[src/design/gpdi_pkg.sv]
// ==========================================================
// gripper process data interface constants
package gpdi_pkg;
	// ======================================================
	// command word (master to device), sent high byte first
	localparam int             CMD_EN_BIT    = 9;
	localparam int             CMD_GRIP_BIT  = 8;
	localparam logic [15:0]    CMD_RSVD_MASK = 16'hFC00;
	localparam logic [15:0]    CMD_RESET     = 16'h0000;
	// ======================================================
	// status word (device to master), sent high byte first
	localparam int             STS_POS_LSB     = 16;
	localparam int             STS_SW_LSB      = 12;
	localparam int             STS_SERVICE_BIT = 7;
	localparam int             STS_TWARN_BIT   = 6;
	localparam int             STS_TERR_BIT    = 5;
	localparam int             STS_FAULT_BIT   = 4;
	localparam int             STS_HOLD_BIT    = 3;
	localparam int             STS_NOPART_BIT  = 2;
	localparam int             STS_REL_BIT     = 1;
	localparam int             STS_IDLE_BIT    = 0;
	localparam logic [31:0]    STS_RSVD_MASK   = 32'h0000_0F00;
	// ======================================================
	// temperatures in tenths of a degree
	localparam int             TWARN_LO  = 0;
	localparam int             TWARN_HI  = 550;
	localparam int             TWARN_HYS = 20;
	localparam int             TERR_SET  = 700;
	localparam int             TERR_CLR  = 680;
	// ======================================================
	// acyclic addressing
	localparam logic [15:0]    IDX_SYSCMD      = 16'h0002;
	localparam logic [15:0]    IDX_GRIP_BASE   = 16'h0060;
	localparam logic [15:0]    IDX_SWITCH_BASE = 16'h0090;
	localparam logic [15:0]    IDX_DIAG        = 16'h00A0;
	localparam logic [7:0]     SUB_FIRST       = 8'h01;
	localparam logic [7:0]     SUB_SECOND      = 8'h02;
	localparam logic [7:0]     SUB_TEMP        = 8'h03;
	localparam logic [7:0]     SYSCMD_SERVICE_ACK = 8'hA1;
	localparam logic [7:0]     SYSCMD_STORE       = 8'hA2;
	// ======================================================
	// parameter factory values
	localparam logic [15:0]    NOPART_DFLT   = 16'h0064;
	localparam logic [15:0]    RELEASE_DFLT  = 16'h044C;
	localparam logic [15:0]    SWPOS_DFLT    = 16'h0000;
	localparam logic [15:0]    SWWIDTH_DFLT  = 16'h00C8;
	localparam int             SERVICE_INTERVAL_DFLT = 1000000;
	// ======================================================
	// controller: cycle period in clocks and register offsets
	localparam int             MST_CYCLE_CLKS  = 400;
	localparam logic [7:0]     REG_CMD         = 8'h00;
	localparam logic [7:0]     REG_STATUS      = 8'h04;
	localparam logic [7:0]     REG_ACY_ADDR    = 8'h08;
	localparam logic [7:0]     REG_ACY_WDATA   = 8'h0C;
	localparam logic [7:0]     REG_ACY_CTRL    = 8'h10;
	localparam logic [7:0]     REG_ACY_RESULT  = 8'h14;
	localparam logic [7:0]     REG_FRAMES      = 8'h18;
endpackage : gpdi_pkg

[src/design/gpdi_if.sv]
`timescale 1ns/100ps
// ==========================================================
// link between controller and gripper end
interface gpdi_if;
	logic        m2d_valid;
	logic        m2d_first;
	logic [7:0]  m2d_byte;
	logic        d2m_valid;
	logic [7:0]  d2m_byte;
	logic        acy_req;
	logic        acy_wr;
	logic [15:0] acy_index;
	logic [7:0]  acy_sub;
	logic [15:0] acy_wdata;
	logic        acy_ack;
	logic        acy_err;
	logic [15:0] acy_rdata;
	modport dev (
		input  m2d_valid, m2d_first, m2d_byte, acy_req, acy_wr, acy_index, acy_sub, acy_wdata,
		output d2m_valid, d2m_byte, acy_ack, acy_err, acy_rdata
	);
	modport mst (
		output m2d_valid, m2d_first, m2d_byte, acy_req, acy_wr, acy_index, acy_sub, acy_wdata,
		input  d2m_valid, d2m_byte, acy_ack, acy_err, acy_rdata
	);
endinterface : gpdi_if

[src/design/gpdi_device.sv]
`timescale 1ns/100ps
module gpdi_device
	import gpdi_pkg::*;
#(
	parameter int SERVICE_INTERVAL = SERVICE_INTERVAL_DFLT
) (
	// clock and reset
	input  wire logic               clock,
	input  wire logic               resetn,
	// link to controller
	gpdi_if.dev                     link,
	// sensing from the gripper mechanics
	input  wire logic signed [15:0] jaw_pos,
	input  wire logic               jaw_blocked,
	input  wire logic signed [15:0] temp_dc,
	input  wire logic               fault_active,
	input  wire logic               grip_cycle_done,
	// actuation
	output logic                    valves_enable,
	output logic                    grip_request,
	output logic [1:0]              grip_set,
	output logic [15:0]             set_nopart_limit,
	output logic [15:0]             set_release_limit,
	// non-volatile memory
	input  wire logic               nvm_load,
	input  wire logic [255:0]       nvm_image,
	output logic                    nvm_store_req,
	output logic [255:0]            param_image
);
	// ======================================================
	// elaboration checks
	if (SERVICE_INTERVAL < 1) begin : g_chk
		$error("service interval must be at least one");
	end

	// ======================================================
	// state
	typedef struct packed {
		logic              rx_half;
		logic [7:0]        rx_hi;
		logic [15:0]       cmd;
		logic              cmd_new;
		logic              en;
		logic              grip;
		logic [1:0]        sel;
		logic [1:0]        set_used;
		logic [3:0][15:0]  nopart;
		logic [3:0][15:0]  rel_lim;
		logic [3:0][15:0]  sw_pos;
		logic [3:0][15:0]  sw_width;
		logic              warn;
		logic              terr;
		logic              service;
		logic [31:0]       svc_cnt;
		logic [31:0]       snap;
		logic [2:0]        tx_cnt;
		logic              tx_valid;
		logic [7:0]        tx_byte;
		logic              acy_ack;
		logic              acy_err;
		logic [15:0]       acy_rdata;
		logic              store;
	} gpdi_dev_st_t;

	gpdi_dev_st_t st_ff;
	gpdi_dev_st_t nxt_st;

	// ======================================================
	// helpers
	function automatic logic in_group(input logic [15:0] idx, input logic [15:0] base);
		in_group = (idx[15:2] == base[15:2]);
	endfunction : in_group

	function automatic logic in_window(input logic signed [15:0] pos,
	                                   input logic signed [15:0] ctr,
	                                   input logic [15:0]        width);
		logic signed [17:0] diff;
		logic        [17:0] mag;
		diff = 18'(pos) - 18'(ctr);
		mag = diff[17] ? 18'(-diff) : 18'(diff);
		in_window = (mag <= {3'b000, width[15:1]});
	endfunction : in_window

	// ======================================================
	// status word
	logic [31:0]        status_word;
	logic signed [15:0] lim_np;
	logic signed [15:0] lim_rel;

	always_comb begin
		lim_np  = st_ff.nopart[st_ff.set_used];
		lim_rel = st_ff.rel_lim[st_ff.set_used];
		status_word = 32'h0000_0000;
		status_word[STS_POS_LSB +: 16] = jaw_pos;
		for (int i = 0; i < 4; i++) begin
			status_word[STS_SW_LSB + i] = in_window(jaw_pos, st_ff.sw_pos[i],
			                                        st_ff.sw_width[i]);
		end
		status_word[STS_SERVICE_BIT] = st_ff.service;
		status_word[STS_TWARN_BIT]   = st_ff.warn;
		status_word[STS_TERR_BIT]    = st_ff.terr;
		status_word[STS_FAULT_BIT]   = fault_active;
		if (!st_ff.en) begin
			status_word[STS_IDLE_BIT] = 1'b1;
		end else if (st_ff.grip) begin
			// jaws close toward lower positions: no-part limit lies below release
			status_word[STS_HOLD_BIT]   = jaw_blocked && (jaw_pos > lim_np)
			                              && (jaw_pos < lim_rel);
			status_word[STS_NOPART_BIT] = (jaw_pos <= lim_np);
		end else begin
			status_word[STS_REL_BIT] = (jaw_pos >= lim_rel);
		end
	end

	// ======================================================
	// next state
	always_comb begin
		nxt_st = st_ff;
		nxt_st.cmd_new  = 1'b0;
		nxt_st.tx_valid = 1'b0;
		nxt_st.acy_ack  = 1'b0;
		nxt_st.store    = 1'b0;

		// command reception, high byte first
		if (link.m2d_valid && link.m2d_first) begin
			nxt_st.rx_hi   = link.m2d_byte;
			nxt_st.rx_half = 1'b1;
		end else if (link.m2d_valid && st_ff.rx_half) begin
			nxt_st.cmd     = {st_ff.rx_hi, link.m2d_byte} & ~CMD_RSVD_MASK;
			nxt_st.rx_half = 1'b0;
			nxt_st.cmd_new = 1'b1;
			nxt_st.snap    = status_word;
			nxt_st.tx_cnt  = 3'd4;
		end

		// apply the command in the cycle after receipt
		if (st_ff.cmd_new) begin
			nxt_st.en   = st_ff.cmd[CMD_EN_BIT];
			nxt_st.grip = st_ff.cmd[CMD_GRIP_BIT];
			// out of range selectors keep the previous set
			if (st_ff.cmd[7:2] == 6'd0) begin
				nxt_st.sel = st_ff.cmd[1:0];
			end
		end
		// the set is taken over when a grip begins, not mid-grip
		if (nxt_st.en && nxt_st.grip && !(st_ff.en && st_ff.grip)) begin
			nxt_st.set_used = nxt_st.sel;
		end

		// status return, high byte first
		if (st_ff.tx_cnt != 3'd0) begin
			nxt_st.tx_valid = 1'b1;
			nxt_st.tx_byte  = st_ff.snap[31:24];
			nxt_st.snap     = {st_ff.snap[23:0], 8'h00};
			nxt_st.tx_cnt   = st_ff.tx_cnt - 3'd1;
		end

		// temperature flags
		if (temp_dc < TWARN_LO || temp_dc > TWARN_HI) begin
			nxt_st.warn = 1'b1;
		end else if (temp_dc >= TWARN_LO + TWARN_HYS && temp_dc <= TWARN_HI - TWARN_HYS) begin
			nxt_st.warn = 1'b0;
		end
		if (temp_dc > TERR_SET) begin
			nxt_st.terr = 1'b1;
		end else if (temp_dc < TERR_CLR) begin
			nxt_st.terr = 1'b0;
		end

		// maintenance counting saturates rather than wrapping to zero
		if (grip_cycle_done && st_ff.svc_cnt != 32'hFFFF_FFFF) begin
			nxt_st.svc_cnt = st_ff.svc_cnt + 32'h0000_0001;
		end
		if (nxt_st.svc_cnt >= 32'(SERVICE_INTERVAL)) begin
			nxt_st.service = 1'b1;
		end

		// acyclic access, answered one cycle after the request
		if (link.acy_req) begin
			nxt_st.acy_ack   = 1'b1;
			nxt_st.acy_err   = 1'b0;
			nxt_st.acy_rdata = 16'h0000;
			if (in_group(link.acy_index, IDX_GRIP_BASE)
			    && (link.acy_sub == SUB_FIRST || link.acy_sub == SUB_SECOND)) begin
				if (link.acy_sub == SUB_FIRST) begin
					nxt_st.acy_rdata = st_ff.nopart[link.acy_index[1:0]];
					if (link.acy_wr) begin
						nxt_st.nopart[link.acy_index[1:0]] = link.acy_wdata;
					end
				end else begin
					nxt_st.acy_rdata = st_ff.rel_lim[link.acy_index[1:0]];
					if (link.acy_wr) begin
						nxt_st.rel_lim[link.acy_index[1:0]] = link.acy_wdata;
					end
				end
			end else if (in_group(link.acy_index, IDX_SWITCH_BASE)
			             && (link.acy_sub == SUB_FIRST || link.acy_sub == SUB_SECOND)) begin
				if (link.acy_sub == SUB_FIRST) begin
					nxt_st.acy_rdata = st_ff.sw_pos[link.acy_index[1:0]];
					if (link.acy_wr) begin
						nxt_st.sw_pos[link.acy_index[1:0]] = link.acy_wdata;
					end
				end else begin
					nxt_st.acy_rdata = st_ff.sw_width[link.acy_index[1:0]];
					if (link.acy_wr) begin
						nxt_st.sw_width[link.acy_index[1:0]] = link.acy_wdata;
					end
				end
			end else if (link.acy_index == IDX_DIAG && link.acy_sub == SUB_TEMP
			             && !link.acy_wr) begin
				nxt_st.acy_rdata = temp_dc;
			end else if (link.acy_index == IDX_SYSCMD && link.acy_wr) begin
				if (link.acy_wdata[7:0] == SYSCMD_SERVICE_ACK) begin
					// the acknowledge restarts counting, so it wins over a pending set
					nxt_st.service = 1'b0;
					nxt_st.svc_cnt = 32'h0000_0000;
				end else if (link.acy_wdata[7:0] == SYSCMD_STORE) begin
					nxt_st.store = 1'b1;
				end else begin
					nxt_st.acy_err = 1'b1;
				end
			end else begin
				nxt_st.acy_err = 1'b1;
			end
		end

		// restore from non-volatile memory or a master download; last writer wins
		if (nvm_load) begin
			{nxt_st.nopart, nxt_st.rel_lim, nxt_st.sw_pos, nxt_st.sw_width} = nvm_image;
		end
	end

	// ======================================================
	// registers
	always_ff @(posedge clock or negedge resetn) begin
		if (!resetn) begin
			st_ff          <= '0;
			st_ff.cmd      <= CMD_RESET;
			st_ff.nopart   <= {4{NOPART_DFLT}};
			st_ff.rel_lim  <= {4{RELEASE_DFLT}};
			st_ff.sw_pos   <= {4{SWPOS_DFLT}};
			st_ff.sw_width <= {4{SWWIDTH_DFLT}};
		end else begin
			st_ff <= nxt_st;
		end
	end

	// ======================================================
	// outputs
	assign link.d2m_valid    = st_ff.tx_valid;
	assign link.d2m_byte     = st_ff.tx_byte;
	assign link.acy_ack      = st_ff.acy_ack;
	assign link.acy_err      = st_ff.acy_err;
	assign link.acy_rdata    = st_ff.acy_rdata;
	assign valves_enable     = st_ff.en;
	assign grip_request      = st_ff.en && st_ff.grip;
	assign grip_set          = st_ff.set_used;
	assign set_nopart_limit  = st_ff.nopart[st_ff.set_used];
	assign set_release_limit = st_ff.rel_lim[st_ff.set_used];
	assign nvm_store_req     = st_ff.store;
	assign param_image       = {st_ff.nopart, st_ff.rel_lim, st_ff.sw_pos, st_ff.sw_width};
endmodule : gpdi_device

[src/flat_wrapper.sv]
// flat-port wrapper written by rule: the top's interface ports become plain ports
module gpdi_device_flat import gpdi_pkg::*;
#(
	parameter int SERVICE_INTERVAL = SERVICE_INTERVAL_DFLT
)
  (clock, resetn, jaw_pos, jaw_blocked, temp_dc, fault_active, grip_cycle_done, valves_enable, grip_request, grip_set, set_nopart_limit, set_release_limit, nvm_load, nvm_image, nvm_store_req, param_image, link_m2d_valid, link_m2d_first, link_m2d_byte, link_acy_req, link_acy_wr, link_acy_index, link_acy_sub, link_acy_wdata, link_d2m_valid, link_d2m_byte, link_acy_ack, link_acy_err, link_acy_rdata);
  gpdi_if link_i ();
  input  wire logic clock;
  input  wire logic resetn;
  input  wire logic signed [15:0] jaw_pos;
  input  wire logic jaw_blocked;
  input  wire logic signed [15:0] temp_dc;
  input  wire logic fault_active;
  input  wire logic grip_cycle_done;
  output logic valves_enable;
  output logic grip_request;
  output logic [1:0] grip_set;
  output logic [15:0] set_nopart_limit;
  output logic [15:0] set_release_limit;
  input  wire logic nvm_load;
  input  wire logic [255:0] nvm_image;
  output logic nvm_store_req;
  output logic [255:0] param_image;
  input wire logic [$bits(link_i.m2d_valid)-1:0] link_m2d_valid;
  input wire logic [$bits(link_i.m2d_first)-1:0] link_m2d_first;
  input wire logic [$bits(link_i.m2d_byte)-1:0] link_m2d_byte;
  input wire logic [$bits(link_i.acy_req)-1:0] link_acy_req;
  input wire logic [$bits(link_i.acy_wr)-1:0] link_acy_wr;
  input wire logic [$bits(link_i.acy_index)-1:0] link_acy_index;
  input wire logic [$bits(link_i.acy_sub)-1:0] link_acy_sub;
  input wire logic [$bits(link_i.acy_wdata)-1:0] link_acy_wdata;
  output wire logic [$bits(link_i.d2m_valid)-1:0] link_d2m_valid;
  output wire logic [$bits(link_i.d2m_byte)-1:0] link_d2m_byte;
  output wire logic [$bits(link_i.acy_ack)-1:0] link_acy_ack;
  output wire logic [$bits(link_i.acy_err)-1:0] link_acy_err;
  output wire logic [$bits(link_i.acy_rdata)-1:0] link_acy_rdata;
  assign link_i.m2d_valid = link_m2d_valid;
  assign link_i.m2d_first = link_m2d_first;
  assign link_i.m2d_byte = link_m2d_byte;
  assign link_i.acy_req = link_acy_req;
  assign link_i.acy_wr = link_acy_wr;
  assign link_i.acy_index = link_acy_index;
  assign link_i.acy_sub = link_acy_sub;
  assign link_i.acy_wdata = link_acy_wdata;
  assign link_d2m_valid = link_i.d2m_valid;
  assign link_d2m_byte = link_i.d2m_byte;
  assign link_acy_ack = link_i.acy_ack;
  assign link_acy_err = link_i.acy_err;
  assign link_acy_rdata = link_i.acy_rdata;
  gpdi_device #(.SERVICE_INTERVAL(SERVICE_INTERVAL)) u_core (.clock(clock), .resetn(resetn), .link(link_i), .jaw_pos(jaw_pos), .jaw_blocked(jaw_blocked), .temp_dc(temp_dc), .fault_active(fault_active), .grip_cycle_done(grip_cycle_done), .valves_enable(valves_enable), .grip_request(grip_request), .grip_set(grip_set), .set_nopart_limit(set_nopart_limit), .set_release_limit(set_release_limit), .nvm_load(nvm_load), .nvm_image(nvm_image), .nvm_store_req(nvm_store_req), .param_image(param_image));
endmodule
[config.mk]
export PLATFORM = sky130hd
export DESIGN_NAME = gpdi_device_flat
export DESIGN_NICKNAME = d
export VERILOG_FILES = /design/src/design/gpdi_pkg.sv /design/src/design/gpdi_if.sv /design/src/design/gpdi_device.sv /design/src/flat_wrapper.sv
export SDC_FILE = /design/constraint.sdc
export NUM_CORES = 1
export LEC_CHECK = 0
export BUFFER_PORTS_ARGS = -buffer_cell sky130_fd_sc_hd__buf_2
export CAP_MARGIN = 20
export CELL_PAD_IN_SITES_DETAIL_PLACEMENT = 0
export CELL_PAD_IN_SITES_GLOBAL_PLACEMENT = 1
export CORE_ASPECT_RATIO = 2
export CORE_MARGIN = 8
export CORE_UTILIZATION = 45
export DETAILED_ROUTE_END_ITERATION = 10
export HOLD_SLACK_MARGIN = 0.03
export PLACE_DENSITY_LB_ADDON = 0.15
export SLEW_MARGIN = 20
export SYNTH_ARGS = -nofsm -noshare
export SYNTH_HDL_FRONTEND = slang
export SYNTH_SLANG_ARGS = --single-unit
[constraint.sdc]
create_clock -name clock -period 10.8 [get_ports clock]
set_clock_uncertainty 0.15 [all_clocks]
set_input_delay 2.16 -clock clock [delete_from_list [all_inputs] [get_ports clock]]
set_output_delay 2.16 -clock clock [all_outputs]
set_load 0.02 [all_outputs]
# After elaboration in Yosys (flattened, before gate mapping)
# Cells that the tools add are included.
[classes]
order_cmp = 18
n_bitwise = 1
n_reduce_logical = 36
n_mux = 78
n_addsub = 10
eq_ne = 13
[op_table]
columns = ["operator", "n"]
rows = [
  ["two-way mux 256 bit", 2],
  ["two-way mux 64 bit", 8],
  ["two-way mux 128 bit", 3],
  ["bitwise mux 64 bit", 4],
  ["two-way mux 33 bit", 6],
  ["binary-select mux 16 bit (select 2 bit)", 6],
  ["two-way mux 16 bit", 12],
  ["less-or-equal comparator 18 x 15 -> 1 bit", 4],
  ["two-way mux 18 bit", 4],
  ["negation 18 bit", 4],
  ["two-way mux 35 bit", 2],
  ["subtractor 16 x 16 -> 17 bit", 4],
  ["two-way mux 44 bit", 1],
  ["adder 32 x 1 -> 32 bit (second input constant)", 1],
  ["demux 16 bit (select 2 bit)", 1],
  [">= comparator 32 x 20 -> 1 bit (second input constant)", 1],
  ["greater-than comparator 16 x 11 -> 1 bit (second input constant)", 2],
  ["two-way mux 32 bit", 1],
  ["!= test 32 bit (second input constant)", 1],
  ["two-way mux 1 bit", 23],
  ["two-way mux 19 bit", 1],
  ["nonzero test 2 bit", 9],
  ["equality test 16 x 2 -> 1 bit (second input constant)", 1],
  ["equality test 16 x 8 -> 1 bit (second input constant)", 1],
  ["other kinds (29)", 54],
]
[totals]
wordCells = 192
inputBits = 346
regBits = 374
output_inout_bits = 320

# Logic depth before layout (Yosys ltp)
# Gate-level depths: netlist (run 1).
[logic_depth]
word_depth = 11
ltp_mapped = 23
mapped_depth_nobuf = 22

# Worst setup path after synthesis (run 1)
# Ideal clock, no wire load.
[synth_path]
path_kind = "input port to flip-flop"
start = "input jaw_pos[0]"
end = "register u_core.st_ff[46] (netlist name)"
cell_stages = 23
setup_ns = 0.065
arrival_ns = 6.310
required_ns = 10.585
path_slack_ns = 4.274
path_buffers = 1
cell_sequence = "inv_1 ha_1 fa_1 nor2b_4 o31a_1 o41a_1 o211a_1 nor4_1 nor3_1 nand2_1 a31oi_1 clkbuf_1 nor2_1 xor2_1 ha_1 a21o_1 a21o_1 a211oi_1 o21ai_0 a221oi_1 a41oi_1 nor2_1 a31o_1"
[synth_via]
elab_chain_len = 7
[synth_rtl]
columns = ["element", "line", "text"]
rows = [
  ["from (decl)", "flat_wrapper.sv:10", "input wire logic signed [15:0] jaw_pos;"],
  ["subtractor 16 x 16 -> 17 bit (*)", "gpdi_device.sv:79", "diff = 18'(pos) - 18'(ctr);"],
  ["negation 18 bit", "gpdi_device.sv:80", "mag = diff[17] ? 18'(-diff) : 18'(diff);"],
  ["two-way mux 18 bit (*)", "gpdi_device.sv:80", ""],
  ["less-or-equal comparator 18 x 15 -> 1 bit (*)", "gpdi_device.sv:81", "in_window = (mag <= {3'b000, width[15:1]});"],
  ["two-way mux 35 bit (*)", "gpdi_device.sv:128", "end else if (link.m2d_valid && st_ff.rx_half) begin"],
  ["two-way mux 35 bit (*)", "gpdi_device.sv:125", "if (link.m2d_valid && link.m2d_first) begin"],
  ["two-way mux 44 bit (*)", "gpdi_device.sv:151", "if (st_ff.tx_cnt != 3'd0) begin"],
  ["to (signal assigned)", "gpdi_device.sv:244", "st_ff <= nxt_st;"],
  ["to (decl)", "gpdi_device.sv:65", "gpdi_dev_st_t st_ff;"],
]
# Every way passes the cells marked *; elsewhere a longest branch is shown, timed or not. The select of a mux whose other input is x is not followed.
# A chain may end at the register's enable or synchronous reset.

# Worst setup path after layout (run 1)
[layout_path]
start = "input jaw_pos[0]"
end = "register u_core.st_ff[43] (netlist name)"
# The elaborated chain is that of the path after synthesis.

==> flow_metrics.tcl, run 1 <==
set metrics [dict create \
    drive_gt1_share_pct 27.5 \
    area_delta_synth_final_pct 10.7 \
    ctsHoldBuffers 0 \
    min_path_type "reg2reg" \
    core_um2 65400 \
    required_ns 11.15 \
    ys_ff_latch 374 \
    cts_buffers 39 \
    cts_sinks 374 \
    finalCriticalPeriod_ns 7.18 \
    die_height_um 379 \
    clk_latency_ns 0.59 \
    dieArea_um2 74800 \
    yosysWarnings 0 \
    overflow 0 \
    leakage_nw 15.0 \
    io_buffers 665 \
    grt_antenna_before_repair 18 \
    post-cts-setup-buffers 0 \
    cts.htree.levels 2 \
    final-instance-count-excl-fill 4437 \
    cp_max_fo 6 \
    tightest_slew_ns 1.14 \
    irDropWorstVdd_mv 0.131 \
    syn-num-nets 3795 \
    cp_top_family "compound AO/OA/AOI/OAI gates" \
    p_per_area_nw_per_um2 180 \
    slowest_delay_ns 0.70 \
    dieWidth_um 197 \
    vias_per_cell 6.43 \
    ys_types 92 \
    grt_pass1_wl_um 201000 \
    clock-root-buffer "clkbuf_16" \
    cts_resized 0 \
    start_util_pct 45.3 \
    cp.arrival_ns 7.53 \
    synthCells 3283 \
    cts_buffer_depth 3 \
    cp-start-kind "primary input" \
    finalMaxSlewViolations 0 \
    crit_chain "buf_2, inv_1, ha_1, fa_1, nor2b_1, o211ai_1, a21boi_0, o21bai_1, nand4bb_1, a2111oi_1, nor2_1, xor2_1, ha_1, a21oi_1, nor2b_1, o21ai_0, nand2b_1, a221oi_1, a41oi_1, nor3_1, a211o_1" \
    setup_violations 0 \
    layout.nets 4038 \
    fin_setup_tns_ns 0 \
    tritoncts "built" \
    crit_cells 21 \
    ys.flop_type "dfrtp_1" \
    std_cell_rows 133 \
    finalHoldViolations 0 \
    dpl.hpwl_um 108000 \
    holdPathStages 1 \
    dp.cells 4361 \
    crit_buf_inv 2 \
    fmax_mhz 139 \
    antenna_left 0 \
    end_kind "flip-flop" \
    syn_avg_cell_area_um2 9.02 \
    timing_worst_setup_path_type "in2reg" \
    gp_congestion 0.990 \
    drt_iter0_drc 2874 \
    wl_um 142000 \
    synth_area_um2 29600 \
    relSlewSlack_pct 23.8 \
    synth_edf_count 0 \
    drc 0 \
    ios 666 \
    r2r_cells 19 \
    slowest_stage "a2111oi_1" \
    grt_pass1_vias 27800 \
    finalCritPeriodShare_pct 66.5 \
    first_pass_iters 6 \
    rsz0062_at_grt "false" \
    clkTransAtPathRegs_ns 0.07 \
    track_usage_pct 36.9 \
    cap_violations 0 \
    wl_per_cell_um 32.1 \
    status "finished clean" \
    synth-async-reset-ratio_pct 100 \
    yosysSeqAreaShare_pct 31.8 \
    fillCellCount 6370 \
    num_vias 28500 \
    grt_max_degree 233 \
]
-- metrics by stage --
stage / hold WS [ns] / total power (W) / util, % / cell area (µm²) / worst slack (ns)
2_1_floorplan: 0.283 / 0.00367 / - / 29600 / 4.27
3_3_place_gp: 0.308 / 0.00448 / 48.2 / 31500 / 3.04
3_5_place_dp: 0.311 / 0.00450 / 48.2 / 31500 / 3.08
4_1_cts: 0.327 / 0.00588 / 50.1 / 32800 / 3.69
5_1_grt: 0.348 / 0.00619 / 50.1 / 32800 / 3.26
6_report: 0.322 / 0.00590 / 50.1 / 32800 / 3.62
-- cells by family after synthesis --
group                      after synthesis  synth area share (%)
muxes                                  166                  9.80
AOI/OAI and AO/OA                     1099                  24.6
buffers and inverters                  690                  12.4
and+or+nand+nor                        668                  10.8
xor gates and xnor gates               120                  3.55
adders and majority gates              166                  7.11
DFF                                    374                  31.8
-- cell usage in the layout, fill, tap and decap left out, types with 96 or more instances in the layout --
cell	Yosys	routed
buf_2	3	661
a21oi_1	112	109
ha_1	162	161
mux4_2	96	96
dfrtp_1	334	332
a22oi_1	449	449
o21ai_0	315	315
inv_1	182	182
nor2_1	170	162
nand2_1	232	231
-- cell usage after synthesis (5+ instances only) --
cell       instances  share of area [%]
mux2_2            32                1.2
nand3_1           42               0.71
o31ai_1           13               0.33
mux4_2            96                7.3
and4_1             6               0.18
nor4_1            14               0.30
a211oi_1           8               0.20
nand4_1           32               0.68
dfstp_2           40                3.5
a21oi_1          112                1.9
a2111oi_0          5               0.15
ha_1             162                6.8
or3_1             15               0.32
and3_1            14               0.30
nor3_1            33               0.56
a211o_1            9               0.27
buf_1             27               0.34
a22oi_1          449                 11
o21ai_0          315                5.3
mux2i_1           38                1.3
a31oi_1           39               0.82
nor3b_1           11               0.28
dfrtp_1          334                 28
buf_4            282                7.1
nand2_1          232                2.9
nor2_1           170                2.2
nor2b_1           32               0.68
a21o_1            28               0.71
clkbuf_1         194                2.5
xor2_1            56                1.7
inv_1            182                2.3
o2bb2ai_1          5               0.15
o21a_1            29               0.74
and2_1            11               0.23
o2111ai_1          6               0.18
o221ai_1          18               0.53
nand2b_1          18               0.38
o31a_1             7               0.21
or2_2              9               0.19
xnor2_1           64                1.9
-- worst reg2reg max path, delay by kind of cell, from the launching register on --
family | cells | cell delay [ns]
AOI/OAI and AO/OA | 9 | 2.46
DFF | 1 | 0.57
and+or+nand+nor | 6 | 1.31
xor gates and xnor gates | 1 | 0.18
adders and majority gates | 3 | 1.05
-- state kept, by name, indices dropped and copies added (netlist names) --
register               cells
u_core.link.acy_rdata     16
u_core.link.acy_ack        1
u_core.valves_enable       1
u_core.link.acy_err        1
u_core.param_image       256
u_core.st_ff              87
u_core.link.d2m_byte       8
u_core.nvm_store_req       1
u_core.grip_set            2
u_core.link.d2m_valid      1
-- final cells by class --
class                   instances  area, µm²  share of cell area (%)
clock inverters                10        104                   0.317
well taps                     877       1100                    3.35
repair buffers                709       3720                    11.3
clock buffers                  59       1120                    3.42
inverters                     183        687                    2.10
flip-flops and latches        374       9410                    28.7
diodes                          6       15.0                  0.0458
multi-input cells            2219      16600                    50.7
-- report_power, final --
group / total [W] / switching (W) / internal (W)
registers: 0.00197 / 0.000355 / 0.00161
logic: 0.00256 / 0.00156 / 0.000998
clock network: 0.00137 / 0.000627 / 0.000747
total: 0.00590 / 0.00254 / 0.00336
-- metal layers --
metal | GRT usage [%] | share of wire, % | vias up
met5 | 0 | 0.017 | -
met4 | 17.4 | 5.5 | 4
met3 | 7.57 | 9.9 | 308
met2 | 57.7 | 45 | 1778
li1 | - | - | 12300
met1 | 48.3 | 40 | 14100
-- final timing paths --
check | startpoint | end | slack [ns]
max in group asynchronous | resetn | u_core.param_image[66] | 7.50
min in group asynchronous | resetn | u_core.st_ff[366] | 1.49
setup reg to reg | u_core.param_image[64] | u_core.st_ff[43] | 5.02
hold / removal | u_core.st_ff[32] | u_core.st_ff[40] | 0.32
setup / recovery | jaw_pos[0] | u_core.st_ff[43] | 3.62
hold reg to reg | u_core.st_ff[32] | u_core.st_ff[40] | 0.32
Note: power is estimated with default switching activity, not from simulation.
==> inputs of run 2 (changes only) <==
--- a/config.mk
+++ b/config.mk
@@ -11,7 +11,7 @@
 export CELL_PAD_IN_SITES_GLOBAL_PLACEMENT = 1
 export CORE_ASPECT_RATIO = 2
 export CORE_MARGIN = 8
-export CORE_UTILIZATION = 45
+export CORE_UTILIZATION = 42
 export DETAILED_ROUTE_END_ITERATION = 10
 export HOLD_SLACK_MARGIN = 0.03
 export PLACE_DENSITY_LB_ADDON = 0.15
==> constraint.sdc (replaced) <==
create_clock -name clock -period 7.2 [get_ports clock]
set_clock_uncertainty 0.15 [all_clocks]
set_input_delay 1.44 -clock clock [delete_from_list [all_inputs] [get_ports clock]]
set_output_delay 1.44 -clock clock [all_outputs]
set_load 0.02 [all_outputs]
==> flow_metrics.tcl, run 2 (same netlist as run 1, synthesis figures left out) <==
set metrics [dict create \
    cts_buffers 40 \
    status "finished clean" \
    cts_resized 0 \
    finalHoldViolations 0 \
    cp_common_cell "nor2b_1" \
    required_ns 7.57 \
    fmax_mhz 172 \
    cts_sinks 374 \
    wl_um 149000 \
    largest_register_ffs 256 \
    mostFrequentLayoutCell "buf_2" \
    dieArea_um2 79800 \
    cts.htree.levels 2 \
    antenna_left 0 \
    first_pass_iters 5 \
    cp_top_family "compound AO/OA/AOI/OAI gates" \
    setup_violations 0 \
    overflow 0 \
    relSlewSlack_pct 23.3 \
    grt_pass1_wl_um 211000 \
    swShare_pct 43.5 \
    vias_per_cell 6.39 \
    end_kind "flip-flop" \
    core_um2 70300 \
    layout.nets 4051 \
    finalCritPeriodShare_pct 80.6 \
    timing_worst_setup_path_type "in2reg" \
    finalCriticalPeriod_ns 5.80 \
    dpl.hpwl_um 114000 \
    irDropWorstVdd_mv 0.171 \
    track_usage_pct 36.2 \
    fillCellCount 6992 \
    post-cts-setup-buffers 0 \
    hold_ws_ns 0.326 \
    leakage_nw 15.1 \
    clk_latency_ns 0.59 \
    met2_usage_pct 57.0 \
    p_per_area_nw_per_um2 273 \
    slowest_delay_ns 0.76 \
    num_vias 28700 \
    grt_max_degree 139 \
    tightest_slew_ns 1.15 \
    grt-busiest-layer "met2" \
    min_path_type "reg2reg" \
    final_cell_mix "buf_2 (661), a22oi_1 (449), dfrtp_1 (332)" \
    finalMaxSlewViolations 0 \
    drt_iter0_drc 2773 \
    crit_buf_inv 2 \
    cap_violations 0 \
    gp_congestion 0.970 \
    ctsHoldBuffers 0 \
    grt_antenna_before_repair 20 \
    tritoncts "built" \
    seqPwrFrac_pct 33.0 \
    cp-start-kind "primary input" \
    drive_gt1_share_pct 28.0 \
    clock-root-buffer "clkbuf_16" \
    wl_per_cell_um 33.2 \
    fin_setup_tns_ns 0 \
    area_delta_synth_final_pct 11.4 \
    met3_usage_pct 7.79 \
    ios 666 \
    crit_chain "buf_2, inv_1, fa_1, nor2b_1, o211ai_1, a21boi_0, o21bai_1, nand4bb_1, a2111oi_1, nor2_1, xor2_1, ha_1, a21oi_1, nor2b_1, o21ai_0, nand2b_1, a221oi_1, a41oi_1, nor3_1, a211o_1" \
    dieWidth_um 204 \
    slowest_stage "a2111oi_1" \
    die_height_um 392 \
    cp.arrival_ns 6.17 \
    p_clk_share_pct 23.8 \
    grt_pass1_vias 28200 \
    clkTransAtPathRegs_ns 0.07 \
    cts_buffer_depth 3 \
    cp_max_fo 8 \
    drc 0 \
    io_buffers 665 \
    rsz0062_at_grt "false" \
    p_comb_share_pct 43.2 \
    netSwitchingPower_w 0.00392 \
    grt_use_met1_pct 46.8 \
    p_int_w 0.00508 \
    std_cell_rows 138 \
    final_util_pct 46.9 \
    start_util_pct 42.1 \
]
-- run 2: cell types whose count changed in the layout (fill, tap and decap cells not counted), moves of 4 or more --
cell / before / now
buf_4: 43 / 56
clkbuf_1: 13 / 9
clkinv_2: 4 / 9
diode_2: 6 / 12
-- run 2: final timing paths --
path	start	endpoint	slack (ns)	depth (start not counted)
setup reg to reg	u_core.param_image[64]	u_core.st_ff[43]	2.16	19
max in group asynchronous	resetn	u_core.param_image[148]	4.73	2
min in group asynchronous	resetn	u_core.param_image[195]	0.74	1
hold reg to reg	u_core.st_ff[361]	u_core.st_ff[361]	0.33	2
setup / recovery	jaw_pos[1]	u_core.st_ff[43]	1.40	20
hold / removal	u_core.st_ff[361]	u_core.st_ff[361]	0.33	2
-- run 2: area by class of cell --
cell class                      instances  area (µm²)  share of cell area, %
Clock buffer                           56        1130                   3.43
Sequential cell                       374        9410                   28.5
Timing Repair Buffer                  721        3790                   11.5
Antenna cell                           12        30.0                 0.0910
Tap cell                              910        1140                   3.45
Multi-Input combinational cell       2219       16600                   50.4
Inverter                              183         687                   2.08
Clock inverter                         17         163                  0.493
-- run 2: power groups by stage --
stage,logic (W),clock network [W],registers [W]
after floorplan,0.00283,0,0.00267
after global placement,0.00383,0,0.00297
after detailed placement,0.00385,0,0.00298
after CTS,0.00387,0.00216,0.00294
after global routing,0.00421,0.00224,0.00298
final,0.00389,0.00214,0.00297
-- run 2: worst reg2reg max path, cell delays in order (launching register included) --
cell	delay, ns
dfrtp_1	0.49
ha_1	0.28
fa_1	0.42
nor2b_1	0.16
o211ai_1	0.16
a21boi_0	0.42
o21bai_1	0.30
nand4bb_1	0.23
a2111oi_1	0.76
nor2_1	0.11
xor2_1	0.18
ha_1	0.31
a21oi_1	0.15
nor2b_1	0.05
o21ai_0	0.14
nand2b_1	0.08
a221oi_1	0.25
a41oi_1	0.08
nor3_1	0.15
a211o_1	0.12
-- run 2: per-stage QoR --
stage               total power (W)  worst slack [ns]  area (µm²)  instances
finish                      0.00899              1.40       33000       4492
global route                0.00943              1.04       33000       4482
CTS                         0.00898              1.43       33000       4480
detailed placement          0.00683             0.837       31700       4407
global placement            0.00680             0.805       31600       4406
floorplan                   0.00550              1.39       29600       3283
-- run 2: routing by layer --
| layer | wire length (µm) | up-vias |
|---|---|---|
| met5 | 51 | - |
| met2 | 67800 | 1710 |
| met3 | 13600 | 293 |
| li1 | - | 12400 |
| met4 | 8200 | 8 |
| met1 | 59500 | 14300 |
